**config.mk**
```make
export PLATFORM = sky130hd
export DESIGN_NAME = adhb_core
export DESIGN_NICKNAME = d
export VERILOG_FILES = /design/src/adhb_pkg.sv /design/src/adhb_core.sv
export SDC_FILE = /design/constraint.sdc
export NUM_CORES = 1
export LEC_CHECK = 0
export ABC_CLOCK_PERIOD_IN_PS = 6300
export CORE_UTILIZATION = 60
export DETAILED_ROUTE_END_ITERATION = 16
export DONT_BUFFER_PORTS = 1
export GPL_TIMING_DRIVEN = 0
export PLACE_DENSITY = 0.76
export SLEW_MARGIN = 20
export SYNTH_ARGS = -nofsm -noshare
export SYNTH_HDL_FRONTEND = slang
export SYNTH_SLANG_ARGS = --single-unit
```
**constraint.sdc**
```tcl
create_clock -name pclk -period 6.3 [get_ports pclk]
set_input_delay 0 -clock pclk [delete_from_list [all_inputs] [get_ports pclk]]
set_output_delay 0 -clock pclk [all_outputs]
set_load 0.02 [all_outputs]
```
**src/adhb_pkg.sv**
```systemverilog
/*
  constants, register map and carrier types for the alarm delay and
  heater burnout block.
  assumes a 10 MHz pclk; currents and thresholds are in 0.1 A steps.
*/
package adhb_pkg;

  // ==========================================================
  // sizes
  localparam int N_ALM = 3;
  localparam int N_CT = 2;
  localparam int N_OUT = 4;
  localparam int DLY_W = 10;
  localparam int CUR_W = 11;
  localparam int TYP_W = 4;
  localparam int SP_W = 16;
  localparam int ASG_W = 3;

  // ==========================================================
  // timing
  localparam longint CLK_HZ = 10000000;
  localparam longint TICK_S = 1;
  localparam int TICK_CYC = int'(CLK_HZ * TICK_S);
  localparam longint MIN_ON_MS = 100;
  localparam int MIN_ON_CYC = int'(CLK_HZ * MIN_ON_MS / 1000);

  // ==========================================================
  // register byte offsets
  localparam logic [7:0] OFS_CTRL = 8'h00;
  localparam logic [7:0] OFS_ALM_CFG = 8'h04;
  localparam logic [7:0] OFS_DLY0 = 8'h08;
  localparam logic [7:0] OFS_DLY1 = 8'h0c;
  localparam logic [7:0] OFS_DLY2 = 8'h10;
  localparam logic [7:0] OFS_THR = 8'h14;
  localparam logic [7:0] OFS_HYS = 8'h18;
  localparam logic [7:0] OFS_CT_CFG = 8'h1c;
  localparam logic [7:0] OFS_STATUS = 8'h20;
  localparam logic [7:0] OFS_MON = 8'h24;

  // ==========================================================
  // field positions
  localparam int CTRL_RUN = 0;
  localparam int CTRL_SWRST = 1;
  localparam int CTRL_ERRRST = 2;
  localparam int ALM_SPSEL = 16;
  localparam int LO_LSB = 0;
  localparam int HI_LSB = 16;
  localparam int ASG1_LSB = 0;
  localparam int ASG2_LSB = 4;
  localparam int LATCH_LSB = 8;
  localparam int ST_HB_LSB = 4;

  // ==========================================================
  // values
  localparam logic [CUR_W-1:0] THR_FORCE_OFF = 11'h000;
  localparam logic [CUR_W-1:0] THR_FORCE_ON = 11'h3e8;
  localparam logic [CUR_W-1:0] CUR_MAX = 11'h44c;
  localparam logic [CUR_W-1:0] HYS_MAX = 11'h3e8;
  localparam logic [CUR_W-1:0] HYS_RST = 11'h001;
  localparam logic [ASG_W-1:0] ASG_MAX = 3'h4;
  localparam logic [ASG_W-1:0] ASG1_RST = 3'h1;
  localparam logic [ASG_W-1:0] ASG2_RST = 3'h2;
  localparam logic [DLY_W-1:0] DLY_MAX = 10'h3e7;

  typedef struct packed {
    logic [DLY_W-1:0] off;
    logic [DLY_W-1:0] on;
  } adhb_dly_t;

  typedef struct packed {
    logic [CUR_W-1:0] thr;
    logic [CUR_W-1:0] hys;
    logic [ASG_W-1:0] asg;
    logic latch;
  } adhb_hb_t;

endpackage

```
**src/adhb_core.sv**
```systemverilog
/*
  alarm on/off delay qualification, alarm setpoint selection and heater
  burnout detection, with an apb register slave.
  assumes all inputs are synchronous to pclk and raw alarm conditions
  come from an external alarm type evaluator.
*/
// Chosen here: the register addresses and the APB slave port.
`timescale 1ns/1ns
module adhb_core
  import adhb_pkg::*;
#(
  parameter int TICK_CYCLES = TICK_CYC,
  parameter int MIN_ON_CYCLES = MIN_ON_CYC
) (
  // clock and reset
  input wire logic pclk,
  input wire logic presetn,
  // apb
  input wire logic psel,
  input wire logic penable,
  input wire logic pwrite,
  input wire logic [7:0] paddr,
  input wire logic [31:0] pwdata,
  output logic [31:0] prdata,
  output logic pready,
  output logic pslverr,
  // alarms
  input wire logic [N_ALM-1:0] alarm_raw,
  output logic [N_ALM-1:0] alarm_out,
  // setpoint
  input wire logic [SP_W-1:0] ramp_sp,
  input wire logic [SP_W-1:0] final_sp,
  input wire logic sp_ramp_en,
  input wire logic self_tuning,
  output logic [SP_W-1:0] alarm_ref_sp,
  // heater
  input wire logic [N_OUT-1:0] ctrl_out_on,
  input wire logic [N_OUT-1:0] ctrl_out_heat,
  input wire logic [CUR_W-1:0] current_sensor_one,
  input wire logic [CUR_W-1:0] current_sensor_two,
  output logic [N_CT-1:0] heater_open_alarm,
  output logic op_running
);

  localparam int TW = $clog2(TICK_CYCLES + 1);
  localparam int OW = $clog2(MIN_ON_CYCLES + 2);

  // ==========================================================
  // apb decode
  logic run_q;
  logic [TYP_W-1:0] typ_q [N_ALM];
  logic sp_sel_q;
  adhb_dly_t dly_q [N_ALM];
  adhb_hb_t hb_q [N_CT];
  logic [CUR_W-1:0] cur_in [N_CT];
  logic [CUR_W-1:0] mon_q [N_CT];
  logic [31:0] prdata_q;
  logic pslverr_q;
  logic setup;
  logic wr;
  logic bad;
  logic cfg_addr;
  logic sw_rst;
  logic err_rst;
  logic [31:0] rd;

  assign setup = psel & ~penable;
  assign wr = psel & penable & pwrite & ~pslverr_q;
  assign pready = 1'b1;
  assign prdata = prdata_q;
  assign pslverr = pslverr_q;
  assign op_running = run_q;
  assign cur_in[0] = current_sensor_one;
  assign cur_in[1] = current_sensor_two;
  assign sw_rst = wr & (paddr == OFS_CTRL) & pwdata[CTRL_SWRST];
  assign err_rst = wr & (paddr == OFS_CTRL) & pwdata[CTRL_ERRRST];
  assign cfg_addr = (paddr == OFS_ALM_CFG) || (paddr == OFS_DLY0) || (paddr == OFS_DLY1)
    || (paddr == OFS_DLY2) || (paddr == OFS_HYS) || (paddr == OFS_CT_CFG);

  // out-of-range values are refused rather than clipped
  always_comb begin
    bad = 1'b0;
    rd = 32'h0000_0000;
    case (paddr)
      OFS_CTRL: rd[CTRL_RUN] = run_q;
      OFS_ALM_CFG: begin
        rd[11:0] = {typ_q[2], typ_q[1], typ_q[0]};
        rd[ALM_SPSEL] = sp_sel_q;
      end
      OFS_DLY0: rd = {6'h00, dly_q[0].off, 6'h00, dly_q[0].on};
      OFS_DLY1: rd = {6'h00, dly_q[1].off, 6'h00, dly_q[1].on};
      OFS_DLY2: rd = {6'h00, dly_q[2].off, 6'h00, dly_q[2].on};
      OFS_THR: begin
        rd = {5'h00, hb_q[1].thr, 5'h00, hb_q[0].thr};
        bad = pwrite && (pwdata[LO_LSB +: CUR_W] > THR_FORCE_ON
          || pwdata[HI_LSB +: CUR_W] > THR_FORCE_ON);
      end
      OFS_HYS: begin
        rd = {5'h00, hb_q[1].hys, 5'h00, hb_q[0].hys};
        bad = pwrite && (pwdata[LO_LSB +: CUR_W] == 11'h000
          || pwdata[HI_LSB +: CUR_W] == 11'h000
          || pwdata[LO_LSB +: CUR_W] > HYS_MAX || pwdata[HI_LSB +: CUR_W] > HYS_MAX);
      end
      OFS_CT_CFG: begin
        rd[ASG1_LSB +: ASG_W] = hb_q[0].asg;
        rd[ASG2_LSB +: ASG_W] = hb_q[1].asg;
        rd[LATCH_LSB +: 2] = {hb_q[1].latch, hb_q[0].latch};
        // same output for both sensors is legal
        bad = pwrite && (pwdata[ASG1_LSB +: ASG_W] > ASG_MAX
          || pwdata[ASG2_LSB +: ASG_W] > ASG_MAX);
      end
      OFS_STATUS: begin
        rd[N_ALM-1:0] = alarm_out;
        rd[ST_HB_LSB +: N_CT] = heater_open_alarm;
      end
      OFS_MON: begin
        rd = {5'h00, mon_q[1], 5'h00, mon_q[0]};
        bad = pwrite;
      end
      default: bad = 1'b1;
    endcase
    // delays past 999 s are refused like the other ranges
    if (pwrite && (paddr == OFS_DLY0 || paddr == OFS_DLY1 || paddr == OFS_DLY2)
      && (pwdata[LO_LSB +: DLY_W] > DLY_MAX || pwdata[HI_LSB +: DLY_W] > DLY_MAX)) begin
      bad = 1'b1;
    end
    if (pwrite && run_q && cfg_addr) begin
      bad = 1'b1;
    end
  end

  // answer prepared in setup so the access phase needs no wait
  always_ff @(posedge pclk or negedge presetn) begin
    if (!presetn) begin
      prdata_q <= 32'h0000_0000;
      pslverr_q <= 1'b0;
    end else if (setup) begin
      prdata_q <= pwrite ? 32'h0000_0000 : rd;
      pslverr_q <= bad;
    end
  end

  // ==========================================================
  // settings
  always_ff @(posedge pclk or negedge presetn) begin
    if (!presetn) begin
      run_q <= 1'b0;
      sp_sel_q <= 1'b0;
      for (int i = 0; i < N_ALM; i++) begin
        typ_q[i] <= '0;
        dly_q[i] <= '0;
      end
      for (int s = 0; s < N_CT; s++) begin
        hb_q[s].thr <= THR_FORCE_OFF;
        hb_q[s].hys <= HYS_RST;
        hb_q[s].latch <= 1'b0;
      end
      hb_q[0].asg <= ASG1_RST;
      hb_q[1].asg <= ASG2_RST;
    end else if (wr) begin
      case (paddr)
        OFS_CTRL: run_q <= pwdata[CTRL_RUN];
        OFS_ALM_CFG: begin
          typ_q[0] <= pwdata[3:0];
          typ_q[1] <= pwdata[7:4];
          typ_q[2] <= pwdata[11:8];
          sp_sel_q <= pwdata[ALM_SPSEL];
        end
        OFS_DLY0: dly_q[0] <= {pwdata[HI_LSB +: DLY_W], pwdata[LO_LSB +: DLY_W]};
        OFS_DLY1: dly_q[1] <= {pwdata[HI_LSB +: DLY_W], pwdata[LO_LSB +: DLY_W]};
        OFS_DLY2: dly_q[2] <= {pwdata[HI_LSB +: DLY_W], pwdata[LO_LSB +: DLY_W]};
        OFS_THR: begin
          hb_q[0].thr <= pwdata[LO_LSB +: CUR_W];
          hb_q[1].thr <= pwdata[HI_LSB +: CUR_W];
        end
        OFS_HYS: begin
          hb_q[0].hys <= pwdata[LO_LSB +: CUR_W];
          hb_q[1].hys <= pwdata[HI_LSB +: CUR_W];
        end
        OFS_CT_CFG: begin
          hb_q[0].asg <= pwdata[ASG1_LSB +: ASG_W];
          hb_q[1].asg <= pwdata[ASG2_LSB +: ASG_W];
          hb_q[0].latch <= pwdata[LATCH_LSB];
          hb_q[1].latch <= pwdata[LATCH_LSB + 1];
        end
        default: ;
      endcase
    end
  end

  cfg_frozen_a: assert property (@(posedge pclk) disable iff (!presetn)
    psel && !penable && pwrite && run_q && cfg_addr |=> pslverr
    ##1 ($stable(dly_q[0]) && $stable(hb_q[0].asg)))
    else $error("settings write accepted while running");

  // ==========================================================
  // setpoint reference
  logic [SP_W-1:0] ref_sp_q;
  logic use_final;

  // final setpoint only when a ramp is running without self tuning
  assign use_final = sp_sel_q & sp_ramp_en & ~self_tuning;
  assign alarm_ref_sp = ref_sp_q;

  always_ff @(posedge pclk or negedge presetn) begin
    if (!presetn) begin
      ref_sp_q <= '0;
    end else begin
      ref_sp_q <= use_final ? final_sp : ramp_sp;
    end
  end

  ref_select_a: assert property (@(posedge pclk) disable iff (!presetn)
    !sp_ramp_en || self_tuning |=> alarm_ref_sp == $past(ramp_sp))
    else $error("final setpoint used outside ramping");

  // ==========================================================
  // one-second tick
  logic [TW-1:0] pre_q;
  logic tick;

  assign tick = (pre_q == TW'(TICK_CYCLES - 1));

  always_ff @(posedge pclk or negedge presetn) begin
    if (!presetn) begin
      pre_q <= '0;
    end else if (tick || sw_rst) begin
      pre_q <= '0;
    end else begin
      pre_q <= pre_q + 1'b1;
    end
  end

  // ==========================================================
  // alarm delays
  logic [N_ALM-1:0] alm_q;
  assign alarm_out = alm_q;

  for (genvar i = 0; i < N_ALM; i++) begin : g_alm
    logic [DLY_W:0] cnt_q;
    logic [DLY_W-1:0] dly;
    logic expire;

    // a changed condition uses the delay of the direction it moves to
    assign dly = alarm_raw[i] ? dly_q[i].on : dly_q[i].off;
    assign expire = (dly == '0) || (cnt_q > {1'b0, dly});

    always_ff @(posedge pclk or negedge presetn) begin
      if (!presetn) begin
        alm_q[i] <= 1'b0;
        cnt_q <= '0;
      end else if (sw_rst || typ_q[i] == '0) begin
        alm_q[i] <= 1'b0;
        cnt_q <= '0;
      end else if (alarm_raw[i] == alm_q[i]) begin
        cnt_q <= '0;
      end else if (expire) begin
        alm_q[i] <= alarm_raw[i];
        cnt_q <= '0;
      end else if (tick) begin
        cnt_q <= cnt_q + 1'b1;
      end
    end

    on_delay_a: assert property (@(posedge pclk) disable iff (!presetn)
      $rose(alm_q[i]) |-> $past(alarm_raw[i]) && ($past(cnt_q) > {1'b0, $past(dly_q[i].on)}
      || $past(dly_q[i].on) == '0)) else $error("alarm rose before on delay");
    off_delay_a: assert property (@(posedge pclk) disable iff (!presetn)
      $fell(alm_q[i]) && !$past(sw_rst) && $past(typ_q[i]) != '0 |-> !$past(alarm_raw[i])
      && ($past(cnt_q) > {1'b0, $past(dly_q[i].off)} || $past(dly_q[i].off) == '0))
      else $error("alarm fell before off delay");
    restart_a: assert property (@(posedge pclk) disable iff (!presetn)
      alarm_raw[i] == alm_q[i] |=> cnt_q == '0) else $error("delay count not restarted");
    type_off_a: assert property (@(posedge pclk) disable iff (!presetn)
      typ_q[i] == '0 |=> !alm_q[i]) else $error("disabled alarm asserted");
  end

  // ==========================================================
  // heater burnout
  logic [N_CT-1:0] hb_out_q;
  // status only; nothing here feeds back into control
  assign heater_open_alarm = hb_out_q;

  for (genvar s = 0; s < N_CT; s++) begin : g_hb
    logic [OW-1:0] on_q;
    logic heat_on;
    logic eval;
    logic below;
    logic above;
    logic [CUR_W:0] clr_lvl;
    logic [1:0] idx;

    assign idx = hb_q[s].asg[1:0] - 2'h1;
    // cooling outputs are masked out
    assign heat_on = (hb_q[s].asg != '0) && ctrl_out_on[idx] && ctrl_out_heat[idx];
    assign eval = heat_on && (on_q > OW'(MIN_ON_CYCLES));
    assign clr_lvl = {1'b0, hb_q[s].thr} + {1'b0, hb_q[s].hys};
    assign below = cur_in[s] < hb_q[s].thr;
    assign above = {1'b0, cur_in[s]} > clr_lvl;

    always_ff @(posedge pclk or negedge presetn) begin
      if (!presetn) begin
        on_q <= '0;
      end else if (!heat_on) begin
        on_q <= '0;
      end else if (!eval) begin
        on_q <= on_q + 1'b1;
      end
    end

    // detection set wins over a release in the same cycle
    always_ff @(posedge pclk or negedge presetn) begin
      if (!presetn) begin
        hb_out_q[s] <= 1'b0;
      end else if (hb_q[s].thr == THR_FORCE_OFF) begin
        hb_out_q[s] <= 1'b0;
      end else if (hb_q[s].thr == THR_FORCE_ON) begin
        hb_out_q[s] <= 1'b1;
      end else if (eval && below) begin
        hb_out_q[s] <= 1'b1;
      end else if (sw_rst || err_rst) begin
        hb_out_q[s] <= 1'b0;
      end else if (hb_q[s].latch && hb_out_q[s]) begin
        hb_out_q[s] <= 1'b1;
      end else if (eval && above) begin
        hb_out_q[s] <= 1'b0;
      end
    end

    // monitor clipped to full scale
    always_ff @(posedge pclk or negedge presetn) begin
      if (!presetn) begin
        mon_q[s] <= '0;
      end else begin
        mon_q[s] <= (cur_in[s] > CUR_MAX) ? CUR_MAX : cur_in[s];
      end
    end

    force_off_a: assert property (@(posedge pclk) disable iff (!presetn)
      hb_q[s].thr == THR_FORCE_OFF |=> !hb_out_q[s]) else $error("forced off ignored");
    force_on_a: assert property (@(posedge pclk) disable iff (!presetn)
      hb_q[s].thr == THR_FORCE_ON |=> hb_out_q[s]) else $error("forced on ignored");
    short_on_a: assert property (@(posedge pclk) disable iff (!presetn)
      !eval && !sw_rst && !err_rst && hb_q[s].thr != THR_FORCE_OFF
      && hb_q[s].thr != THR_FORCE_ON |=> $stable(hb_out_q[s]))
      else $error("burnout changed without evaluation");
    latch_hold_a: assert property (@(posedge pclk) disable iff (!presetn)
      hb_q[s].latch && hb_out_q[s] && !sw_rst && !err_rst
      && hb_q[s].thr != THR_FORCE_OFF |=> hb_out_q[s]) else $error("latched alarm lost");
    // a cooling output must leave the alarm alone whatever the current
    cool_skip_a: assert property (@(posedge pclk) disable iff (!presetn)
      hb_q[s].asg != '0 && !ctrl_out_heat[idx] && !sw_rst && !err_rst
      && hb_q[s].thr != THR_FORCE_OFF && hb_q[s].thr != THR_FORCE_ON |=> $stable(hb_out_q[s]))
      else $error("cooling output evaluated");
  end

endmodule

```
==> key figures, run 1 <==
Finish
  • Final Non-Filler Cells: 2,183
  • Layout cell share with drive strength beyond 1: 14.1%
  • Final core occ: 70.3%
  • Commonest non-fill, non-tap cell in the layout: dfrtp_1
  • Most frequent cells in the layout: 286 x dfrtp_1, 160 x nor2_1, 146 x mux2_2, 104 x ha_1, 103 x nand2_1
  • Nets: 1,994
  • Filler cell count: 2,066
  • Area grow syn2layout: 15.6%

Pwr
  • Lkg Pwr: 8.81 nW
  • Power per cell area: 216 nW/um^2
  • VDD IR max: 0.198 mV

Setup path
  • Arrival time worst endpoint: 4.46 ns
  • Worst EP required: 6.70 ns
  • CP endpoint kind: flip-flop
  • Startpoint class of the critical path: flip-flop
  • Worst Path Max Fanout: 5
  • Setup Crit Path Kind: reg2reg

Clocking
  • Clk slew on worst S/H paths: 0.06 ns
  • CTS Buf Count: 35
  • # H-tree levels: 2
  • Clock Tree Buf Depth: 3
  • CTS tree: built
  • Clk Latency, worst-skew pair: 0.53 ns
  • Cts repair resizes: 0
  • Clock Tree Root: clkbuf_16
  • Sinks on Clock Net: 290
  • Post CTS Setup Buffer Count: 0
  • CTS Hold Buffers Added: 94

GRT
  • Initial antenna violation count: 1
  • GRT Residual Overflow: 0
  • Vias in the first global route: 14,300
  • First-pass GRT wire length: 80,200 um
  • Largest net degree at the start of global routing: 291
  • GRT Overall Usage: 36.3%

Timing
  • Min Clock Period, post-route: 4.06 ns
  • Hold Vio Cnt, Final: 290
  • Setup TNS: 0 ns
  • Slew HR: 37.2%
  • Worst setup margin: 2.24 ns
  • Fmax: 0.247 GHz
  • Clock Skews: 0.0233 ns
  • Hold WS: -0.825 ns
  • Unrepaired setup endpoints after global routing: false
  • Setup violations, final: 0
  • Tcrit/Tclk final: 64.4%
  • Slew @ Worst Pin: 0.930 ns
  • Final Max Tran Viols: 0

Placement
  • Pre-CTS WS: 2.32 ns
  • DP Cell Count: 2,023
  • Port Buffer Count: 0
  • DPL Wire Length: 35,400 um
  • GP Congestion: 0.980

Detailed routing
  • Avg Vias per Cell: 6.44
  • DR vias: 14,100
  • Pre-antenna DRT Iters: 7
  • Residual DRC: 0
  • Initial drt markers: 1,314
  • WL per Instance: 23.5 um
  • Antenna-violating nets left: 0
  • Routed wire length: 51,300 um

Synth
  • FF+latch count, synth: 290
  • Synth top area share: 42.3%
  • Number of synthesized flops with an enable pin: 0
  • Synthesized area: 16,900 sq um
  • Top_reg_cell synth: dfrtp_1
  • Ranking of synthesized cells by area: dfrtp_1 42%, mux2_2 9.7%, ha_1 7.7%
  • Post-Syn Instances: 1,637
  • Sequential share of the synthesized area: 43.0%
  • Post-synth ARST share: 100%
  • Cell taking the most area after synthesis: dfrtp_1
  • Synth warn: 0
  • Distinct cell type count after synthesis: 77
  • Syn avg cell area: 10.3 sq um

Run
  • Maxcap violations: 0

Die
  • Die Width: 170 um
  • Die footprint: 28,800 sq um
  • Io pins: 168
  • Num rows: 61
  • CORE AREA: 27,800 sq um
  • Starting Density: 60.8%
  • Vert. Die Dim: 170 um

Outcome
  • Failing checks: hold timing
  • Status: complete, but fails checks

Min path
  • Worst hold path class: in2async
## cell families (layout without fill, tap and decap cells)
family	after synthesis	after routing	synth area share [%]
other	2	12	0.0444
adder cells (fa/ha/maj)	106	106	7.93
AND/OR/NAND/NOR	540	540	16.4
buffers and inverters	125	283	3.25
AO/OA/AOI/OAI	270	270	11.0
multiplexers	203	203	13.1
flip-flops	290	290	43.0
XOR/XNOR	101	101	5.23
## layer usage
metal / share of wire [%] / up-vias / GRT usage (%) / wire, um
met5: 0.11 / - / 1.74 / 57
li1: - / 6264 / - / -
met1: 39 / 6922 / 45.1 / 19900
met2: 49 / 697 / 61.3 / 25000
met4: 4.6 / 2 / 16.8 / 2340
met3: 7.8 / 176 / 6.56 / 3980
## path summary, 6_finish.rpt
check | slack, ns | start | cells after the start | to
max | 2.24 | hb_q[15] | 15 | heater_open_alarm[1]
min | -0.83 | presetn | 0 | g_alm[2].cnt_q[5]
max in group asynchronous | 6.65 | presetn | 0 | hb_q[27]
min reg2reg | 0.52 | g_hb[0].on_q[19] | 2 | g_hb[0].on_q[19]
min in group pclk | 0.01 | pwdata[22] | 5 | pslverr
max reg2reg | 2.24 | hb_q[15] | 15 | heater_open_alarm[1]
## synthesized netlist by cell type (5+ instances only)
master,instances
o21a_1,9
dfrtp_1,286
o211ai_1,18
nor3_1,32
nand2_1,103
buf_4,11
a211o_1,6
a211oi_1,16
buf_2,19
buf_1,10
a221oi_1,13
o21ai_0,56
a21o_1,20
and2_1,14
or3_1,8
and4_1,11
a22oi_1,6
nand3_1,47
a31oi_1,10
mux2_2,146
and3_1,26
inv_1,50
clkbuf_1,33
nor4b_1,7
a21oi_1,46
xor2_1,62
a22o_1,6
a221o_1,10
xnor2_1,39
nor2_1,160
ha_1,104
a21boi_0,6
nor4_1,29
nor2b_1,17
nand4_1,46
mux2i_1,55
nand2b_1,11
o22ai_1,5
or4_1,5
## metrics by stage
step	power (mW)	instance area (sq um)
2_1_floorplan	2.07	16900
3_3_place_gp	2.11	17400
3_5_place_dp	2.11	17400
4_1_cts	4.22	19500
5_1_grt	4.33	19500
6_report	4.21	19500
## flip-flops by register name (all words and copies together) (netlist names), 2 cells and up
register,flops
alarm_ref_sp,16
typ_q,12
alarm_out,3
heater_open_alarm,2
pre_q,24
g_hb.on_q,40
hb_q,52
g_alm.cnt_q,33
dly_q,60
mon_q,22
prdata,23
## worst max-delay path, cell delays in order, from the launching register on
cell and delay, ns:
dfrtp_1 0.48, ha_1 0.28, fa_1 0.41, a21o_1 0.18, a21oi_1 0.29, o211ai_1 0.19
a31o_2 0.26, a21oi_1 0.16, xor2_1 0.09, ha_1 0.32, nor2_1 0.05, a2111oi_0 0.36
o211ai_1 0.17, a211o_1 0.27, o311ai_0 0.28, a21oi_1 0.12
## cell type report
cell class                 instances  area (sq um)  area share (%)
clock inverter                    14           190           0.974
timing repair buffer              94           941            4.82
multi-input combinational       1230          9130            46.7
clock buffer                      50           982            5.03
antenna                            2          5.00          0.0256
inverter                          50           188           0.961
sequential                       290          7260            37.2
tap                              378           473            2.42
buffer                            75           362            1.85
## where the power goes
part / internal, mW / switching [mW] / leakage [nW]
logic: 0.105 / 0.119 / 4.30
registers: 1.89 / 0.0315 / 3.94
clock network: 1.26 / 0.806 / 0.569
Power figures use the tool's default switching activity.
==> run 2: changes to the inputs <==
Settings changed: ABC_CLOCK_PERIOD_IN_PS 6300 to 3700, CORE_UTILIZATION 60 to 58.
Clock period 6.3 ns to 3.7 ns, I/O delays scaled along.
==> key figures, run 2 (synthesis results as in run 1) <==
Pwr
  • Power per cell area: 350 nW/um^2 (was 216 nW/um^2)
  • Total power: 6.85 mW (was 4.21 mW)
  • Lkg Pwr: 8.80 nW (was 8.81 nW)
  • VDD IR max: 0.347 mV (was 0.198 mV)

GRT
  • First-pass GRT wire length: 81,200 um (was 80,200 um)
  • GRT Residual Overflow: 0 (unchanged)
  • Vias in the first global route: 14,400 (was 14,300)
  • Grt peak-use layer: met2 (unchanged)
  • Met2 GRT Util: 59.2% (was 61.3%)
  • Global routing usage on met1: 42.9% (was 45.1%)
  • Largest net degree at the start of global routing: 291 (unchanged)
  • Met3 usage: 6.22% (was 6.56%)
  • Initial antenna violation count: 5 (was 1)
  • GRT Overall Usage: 34.6% (was 36.3%)

Detailed routing
  • Routed wire length: 51,400 um (was 51,300 um)
  • Antenna-violating nets left: 0 (unchanged)
  • Avg Vias per Cell: 6.38 (was 6.44)
  • Initial drt markers: 1,097 (was 1,314)
  • WL per Instance: 23.4 um (was 23.5 um)
  • Residual DRC: 0 (unchanged)
  • Pre-antenna DRT Iters: 5 (was 7)
  • DR vias: 14,000 (was 14,100)

Timing
  • Slew HR: 37.2% (about the same)
  • Setup violations, final: 0 (unchanged)
  • Clock Skews: 0.00944 ns (was 0.0233 ns)
  • Fmax: 0.274 GHz (was 0.247 GHz)
  • Hold WS: -0.869 ns (was -0.825 ns)
  • Final Max Tran Viols: 0 (unchanged)
  • Hold Vio Cnt, Final: 290 (unchanged)
  • Slew @ Worst Pin: 0.930 ns (about the same)
  • Min Clock Period, post-route: 3.65 ns (was 4.06 ns)
  • Tcrit/Tclk final: 98.6% (was 64.4%)

Clocking
  • CTS Hold Buffers Added: 98 (was 94)
  • Sinks on Clock Net: 290 (unchanged)
  • CTS Buf Count: 31 (was 35)
  • Clock Tree Buf Depth: 3 (unchanged)
  • Clk slew on worst S/H paths: 0.07 ns (was 0.06 ns)
  • Clk Latency, worst-skew pair: 0.57 ns (was 0.53 ns)
  • Clock Tree Root: clkbuf_16 (unchanged)
  • # H-tree levels: 1 (was 2)
  • CTS tree: built (unchanged)

Die
  • CORE AREA: 28,700 sq um (was 27,800 sq um)
  • Die Width: 173 um (was 170 um)
  • Num rows: 62 (was 61)
  • Vert. Die Dim: 173 um (was 170 um)
  • Io pins: 168 (unchanged)
  • Starting Density: 58.9% (was 60.8%)
  • Die footprint: 29,800 sq um (was 28,800 sq um)

Finish
  • Layout cell share with drive strength beyond 1: 15.1% (was 14.1%)
  • Nets: 1,999 (was 1,994)
  • Area grow syn2layout: 15.8% (was 15.6%)
  • Most frequent cells in the layout: 284 x dfrtp_1, 160 x nor2_1, 146 x mux2_2, 102 x nand2_1, 102 x ha_1 (was 286 x dfrtp_1, 160 x nor2_1, 146 x mux2_2, 104 x ha_1, 103 x nand2_1)
  • Filler cell count: 2,148 (was 2,066)
  • Commonest non-fill, non-tap cell in the layout: dfrtp_1 (unchanged)
  • Biggest regs: dly_q (60), hb_q (52), g_hb.on_q (40) (unchanged)
  • Max FFs per register: 60 (unchanged)
  • Biggest register: dly_q (unchanged)

Outcome
  • Status: complete, but fails checks (unchanged)
  • Failing checks: hold timing (unchanged)

Setup path
  • Startpoint class of the critical path: flip-flop (unchanged)
  • Crit-path cells: ha_4 > fa_2 > a21o_1 > a21oi_2 > o21ai_1 > or4_4 > nand2_2 > xor2_1 > ha_1 > nand4_1 > a211oi_2 > a311oi_2 > nor4b_2 > o311a_1 > o211ai_1 (was ha_1 > fa_1 > a21o_1 > a21oi_1 > o211ai_1 > a31o_2 > a21oi_1 > xor2_1 > ha_1 > nor2_1 > a2111oi_0 > o211ai_1 > a211o_1 > o311ai_0 > a21oi_1)
  • Setup Crit Path Kind: reg2reg (unchanged)
  • Peak per-stage delay on the critical path: 0.51 ns (was 0.48 ns)
  • Worst EP required: 4.14 ns (was 6.70 ns)
  • WP buf/inv: 0 (unchanged)
  • Top Family by Delay on Critical Path: simple AND/OR/NAND/NOR gates (was compound AO/OA/AOI/OAI gates)
  • CP endpoint kind: flip-flop (unchanged)
  • Crit-path slowest cell: or4_4 (was dfrtp_1)
  • Arrival time worst endpoint: 4.09 ns (was 4.46 ns)
  • Worst Path Max Fanout: 4 (was 5)

Placement
  • GP Congestion: 0.982 (was 0.980)
  • Port Buffer Count: 0 (unchanged)
  • DPL Wire Length: 35,700 um (was 35,400 um)

Min path
  • Worst hold path class: in2async (unchanged)

Run
  • Maxcap violations: 0 (unchanged)
-- run 2: changes by cell type in the layout (fill, tap and decap cells not counted), moves of 3 or more --
cell and delta:
buf_4 +5, a211oi_1 -4, a211oi_2 +4, clkbuf_1 -4, clkbuf_16 -4, dlygate4sd3_1 +4
clkbuf_8 +3, clkinv_2 +3, diode_2 +3, inv_6 -3, o21ai_0 -3, o21ai_1 +3
-- run 2: worst register-to-register path, delay by kind of cell, from the launching register on --
| family | cells | cell delay [ns] |
|---|---|---|
| AND/OR/NAND/NOR | 4 | 1.09 |
| AO/OA/AOI/OAI | 7 | 1.04 |
| adder cells (fa/ha/maj) | 3 | 0.89 |
| flip-flops | 1 | 0.44 |
| XOR/XNOR | 1 | 0.07 |
-- run 2: metal layers --
metal	vias to the layer above	part of all wire, %
li1	6261	-
met1	6957	40
met2	604	49
met3	166	6.7
met4	0	4.6
met5	-	0
-- run 2: stage by stage --
| step | setup slack (ns) | setup TNS [ns] | util (%) | area (sq um) | std cells |
|---|---|---|---|---|---|
| finish | 0.0505 | 0 | 68.2 | 19600 | 2193 |
| global route | -0.156 | -0.156 | 68.2 | 19600 | 2192 |
| CTS | 0.000223 | 0 | 67.9 | 19500 | 2184 |
| detailed placement | -0.386 | -0.517 | 60.7 | 17400 | 2029 |
| global placement | -0.314 | -0.383 | 60.7 | 17400 | 2029 |
| floorplan | 0.267 | 0 | - | 16900 | 1645 |
-- run 2: power by group --
group          switching (mW)  total (mW)  internal (mW)
clock network            1.29        3.18           1.90
logic                   0.209       0.391          0.182
registers              0.0524        3.27           3.22
-- run 2: final cells by class --
class	instances	area, sq um	share of cell area [%]
tap	384	480	2.45
antenna	5	12.5	0.0639
clock inverter	11	133	0.678
buffer	75	362	1.85
timing repair buffer	103	1020	5.20
inverter	50	188	0.959
clock buffer	45	908	4.64
sequential	290	7260	37.1
multi-input combinational	1230	9210	47.0
-- run 2: final timing paths --
kind	start	end	slack, ns	cells after the start
max	hb_q[41]	heater_open_alarm[0]	0.05	15
min	presetn	g_alm[2].cnt_q[8]	-0.87	0
max reg2reg	hb_q[41]	heater_open_alarm[0]	0.05	15
min reg2reg	g_hb[1].on_q[19]	g_hb[1].on_q[19]	0.52	2
max in group asynchronous	presetn	hb_q[15]	3.97	0
min in group pclk	current_sensor_two[9]	heater_open_alarm[1]	0.01	6
-- run 2: what timing repair did --
action / CTS / global route
pin swaps: 2 / 8
buffers inserted: 1 / 4
hold endpoints to repair: 441 / 290
resized for setup: 9 / 14
setup endpoints to repair: 2 / 2
==> run 3: changes to the inputs <==
Settings changed: ABC_CLOCK_PERIOD_IN_PS 3700 to not set, CAP_MARGIN set to 20, CELL_PAD_IN_SITES_DETAIL_PLACEMENT set to 0, CELL_PAD_IN_SITES_GLOBAL_PLACEMENT set to 1, CORE_UTILIZATION 58 to 46, PLACE_DENSITY 0.76 to not set, PLACE_DENSITY_LB_ADDON set to 0.1.
==> key figures, run 3 (synthesis results as in run 1) <==
Outcome
  • Status: complete, but fails checks (unchanged)
  • Failing checks: hold timing (unchanged)

Finish
  • Biggest regs: dly_q (60), hb_q (52), g_hb.on_q (40) (unchanged)
  • Commonest non-fill, non-tap cell in the layout: dfrtp_1 (unchanged)
  • Filler cell count: 3,196 (was 2,148)
  • Design area: 20,000 sq um (was 19,600 sq um)
  • Final Non-Filler Cells: 2,275 (was 2,193)
  • Max FFs per register: 60 (unchanged)
  • Most frequent cells in the layout: 284 x dfrtp_1, 159 x nor2_1, 146 x mux2_2, 102 x nand2_1, 100 x ha_1 (was 284 x dfrtp_1, 160 x nor2_1, 146 x mux2_2, 102 x nand2_1, 102 x ha_1)
  • Area grow syn2layout: 18.1% (was 15.8%)
  • Biggest register: dly_q (unchanged)
  • Nets: 2,007 (was 1,999)
  • Layout cell share with drive strength beyond 1: 16.3% (was 15.1%)

Setup path
  • Setup Crit Path Kind: reg2reg (unchanged)
  • CP endpoint kind: flip-flop (unchanged)
  • Arrival time worst endpoint: 4.05 ns (was 4.09 ns)
  • Startpoint class of the critical path: flip-flop (unchanged)
  • Worst Path Max Fanout: 3 (was 4)
  • Worst EP required: 4.10 ns (was 4.14 ns)

GRT
  • GRT Residual Overflow: 0 (unchanged)
  • Vias in the first global route: 13,700 (was 14,400)
  • First-pass GRT wire length: 82,700 um (was 81,200 um)
  • Largest net degree at the start of global routing: 291 (unchanged)
  • GRT Overall Usage: 28.8% (was 34.6%)
  • Initial antenna violation count: 0 (was 5)

Pwr
  • Power per cell area: 369 nW/um^2 (was 350 nW/um^2)
  • Total power: 7.36 mW (was 6.85 mW)
  • VDD IR max: 0.329 mV (was 0.347 mV)
  • Lkg Pwr: 8.92 nW (was 8.80 nW)

Detailed routing
  • Routed wire length: 53,800 um (was 51,400 um)
  • Pre-antenna DRT Iters: 5 (unchanged)
  • Antenna-violating nets left: 0 (unchanged)
  • DR vias: 13,600 (was 14,000)
  • WL per Instance: 23.6 um (was 23.4 um)
  • Residual DRC: 0 (unchanged)
  • Initial drt markers: 749 (was 1,097)
  • Avg Vias per Cell: 5.96 (was 6.38)

Die
  • Starting Density: 47.2% (was 58.9%)
  • Num rows: 69 (was 62)
  • CORE AREA: 35,800 sq um (was 28,700 sq um)
  • Io pins: 168 (unchanged)
  • Die footprint: 37,500 sq um (was 29,800 sq um)
  • Vert. Die Dim: 194 um (was 173 um)
  • Die Width: 194 um (was 173 um)

Timing
  • Setup violations, final: 0 (unchanged)
  • Slew HR: 38.0% (was 37.2%)
  • Slew @ Worst Pin: 0.922 ns (was 0.930 ns)
  • Clock Skews: 0.0137 ns (was 0.00944 ns)
  • Unrepaired setup endpoints after global routing: true
  • Min Clock Period, post-route: 3.65 ns (about the same)
  • Hold Vio Cnt, Final: 290 (unchanged)
  • Final Max Tran Viols: 0 (unchanged)
  • Fmax: 0.274 GHz (about the same)
  • Hold WS: -0.834 ns (was -0.869 ns)
  • Tcrit/Tclk final: 98.7% (was 98.6%)

Placement
  • GP Congestion: 0.898 (was 0.982)
  • DP Cell Count: 2,106 (was 2,029)
  • Cell Area, Placed: 17,500 sq um (was 17,400 sq um)
  • DPL Wire Length: 37,900 um (was 35,700 um)
  • Port Buffer Count: 0 (unchanged)

Clocking
  • CTS Hold Buffers Added: 95 (was 98)
  • Clock Tree Buf Depth: 3 (unchanged)
  • Sinks on Clock Net: 290 (unchanged)
  • CTS Buf Count: 35 (was 31)
  • # H-tree levels: 2 (was 1)
  • CTS tree: built (unchanged)
  • Clock Tree Root: clkbuf_16 (unchanged)
  • Clk Latency, worst-skew pair: 0.53 ns (was 0.57 ns)
  • Clk slew on worst S/H paths: 0.06 ns (was 0.07 ns)

Run
  • Maxcap violations: 0 (unchanged)

Min path
  • Worst hold path class: in2async (unchanged)
==> run 3: cell types whose count changed in the layout (fill, tap and decap cells not counted), moves of 3 or more <==
cell           delta
buf_4             +7
clkbuf_16         +6
clkbuf_8          -4
diode_2           -4
bufinv_16         +3
dlygate4sd3_1     -3
==> run 3: final cells by class <==
type | instances | area [sq um] | share of cell area (%)
Antenna cell | 1 | 2.50 | 0.0125
Buffer | 75 | 362 | 1.81
Clock buffer | 47 | 1000 | 5.03
Clock inverter | 14 | 225 | 1.13
Inverter | 50 | 188 | 0.940
Multi-Input combinational cell | 1230 | 9290 | 46.6
Sequential cell | 290 | 7260 | 36.4
Tap cell | 461 | 577 | 2.89
Timing Repair Buffer | 107 | 1040 | 5.22
==> run 3: repair_timing <==
item	in CTS	in global routing
hold endpoints to repair	439	290
buffers inserted	4	8
pin swaps	8	26
resized for setup	15	22
setup endpoints to repair	2	2
==> run 3: power breakdown <==
part           internal, mW  switching (mW)
clock                  2.32            1.38
combinational         0.185           0.209
sequential             3.22          0.0524
total                  5.73            1.64
==> run 3: metrics by stage <==
step           worst slack [ns]  util (%)  setup TNS (ns)
4_1_cts                  0.0201      55.2               0
5_1_grt                  -0.106      55.7          -0.195
2_1_floorplan             0.267         -               0
3_3_place_gp             -0.484      48.9          -0.656
6_report                 0.0474      55.7               0
3_5_place_dp             -0.457      48.9          -0.651
==> run 3: critical path: stages (launching register included) <==
cell	delay, ns
dfrtp_2	0.44
ha_4	0.18
fa_2	0.39
a21o_1	0.20
a21oi_2	0.19
o211ai_1	0.14
a31o_2	0.24
a21oi_2	0.13
xor2_1	0.09
ha_2	0.34
nor2_2	0.05
a2111oi_4	0.26
o211ai_1	0.14
a211o_1	0.30
o311ai_2	0.32
a21oi_1	0.12
==> run 3: worst paths after layout <==
path	startpoint	end	slack (ns)	cells past startpoint
min in group pclk	paddr[7]	prdata[7]	0.03	6
max reg2reg	hb_q[15]	heater_open_alarm[1]	0.05	15
min reg2reg	g_hb[0].on_q[19]	g_hb[0].on_q[19]	0.51	2
max	hb_q[15]	heater_open_alarm[1]	0.05	15
max in group asynchronous	presetn	hb_q[30]	4.10	0
min	presetn	pre_q[20]	-0.83	0
==> run 3: routing by layer <==
layer / global-route usage [%] / vias up / wire, um
met1: 37.4 / 6785 / 22900
li1: - / 6296 / -
met4: 9.78 / 0 / 1520
met5: 0 / - / 0
met3: 5.51 / 87 / 3330
met2: 48.0 / 401 / 26100
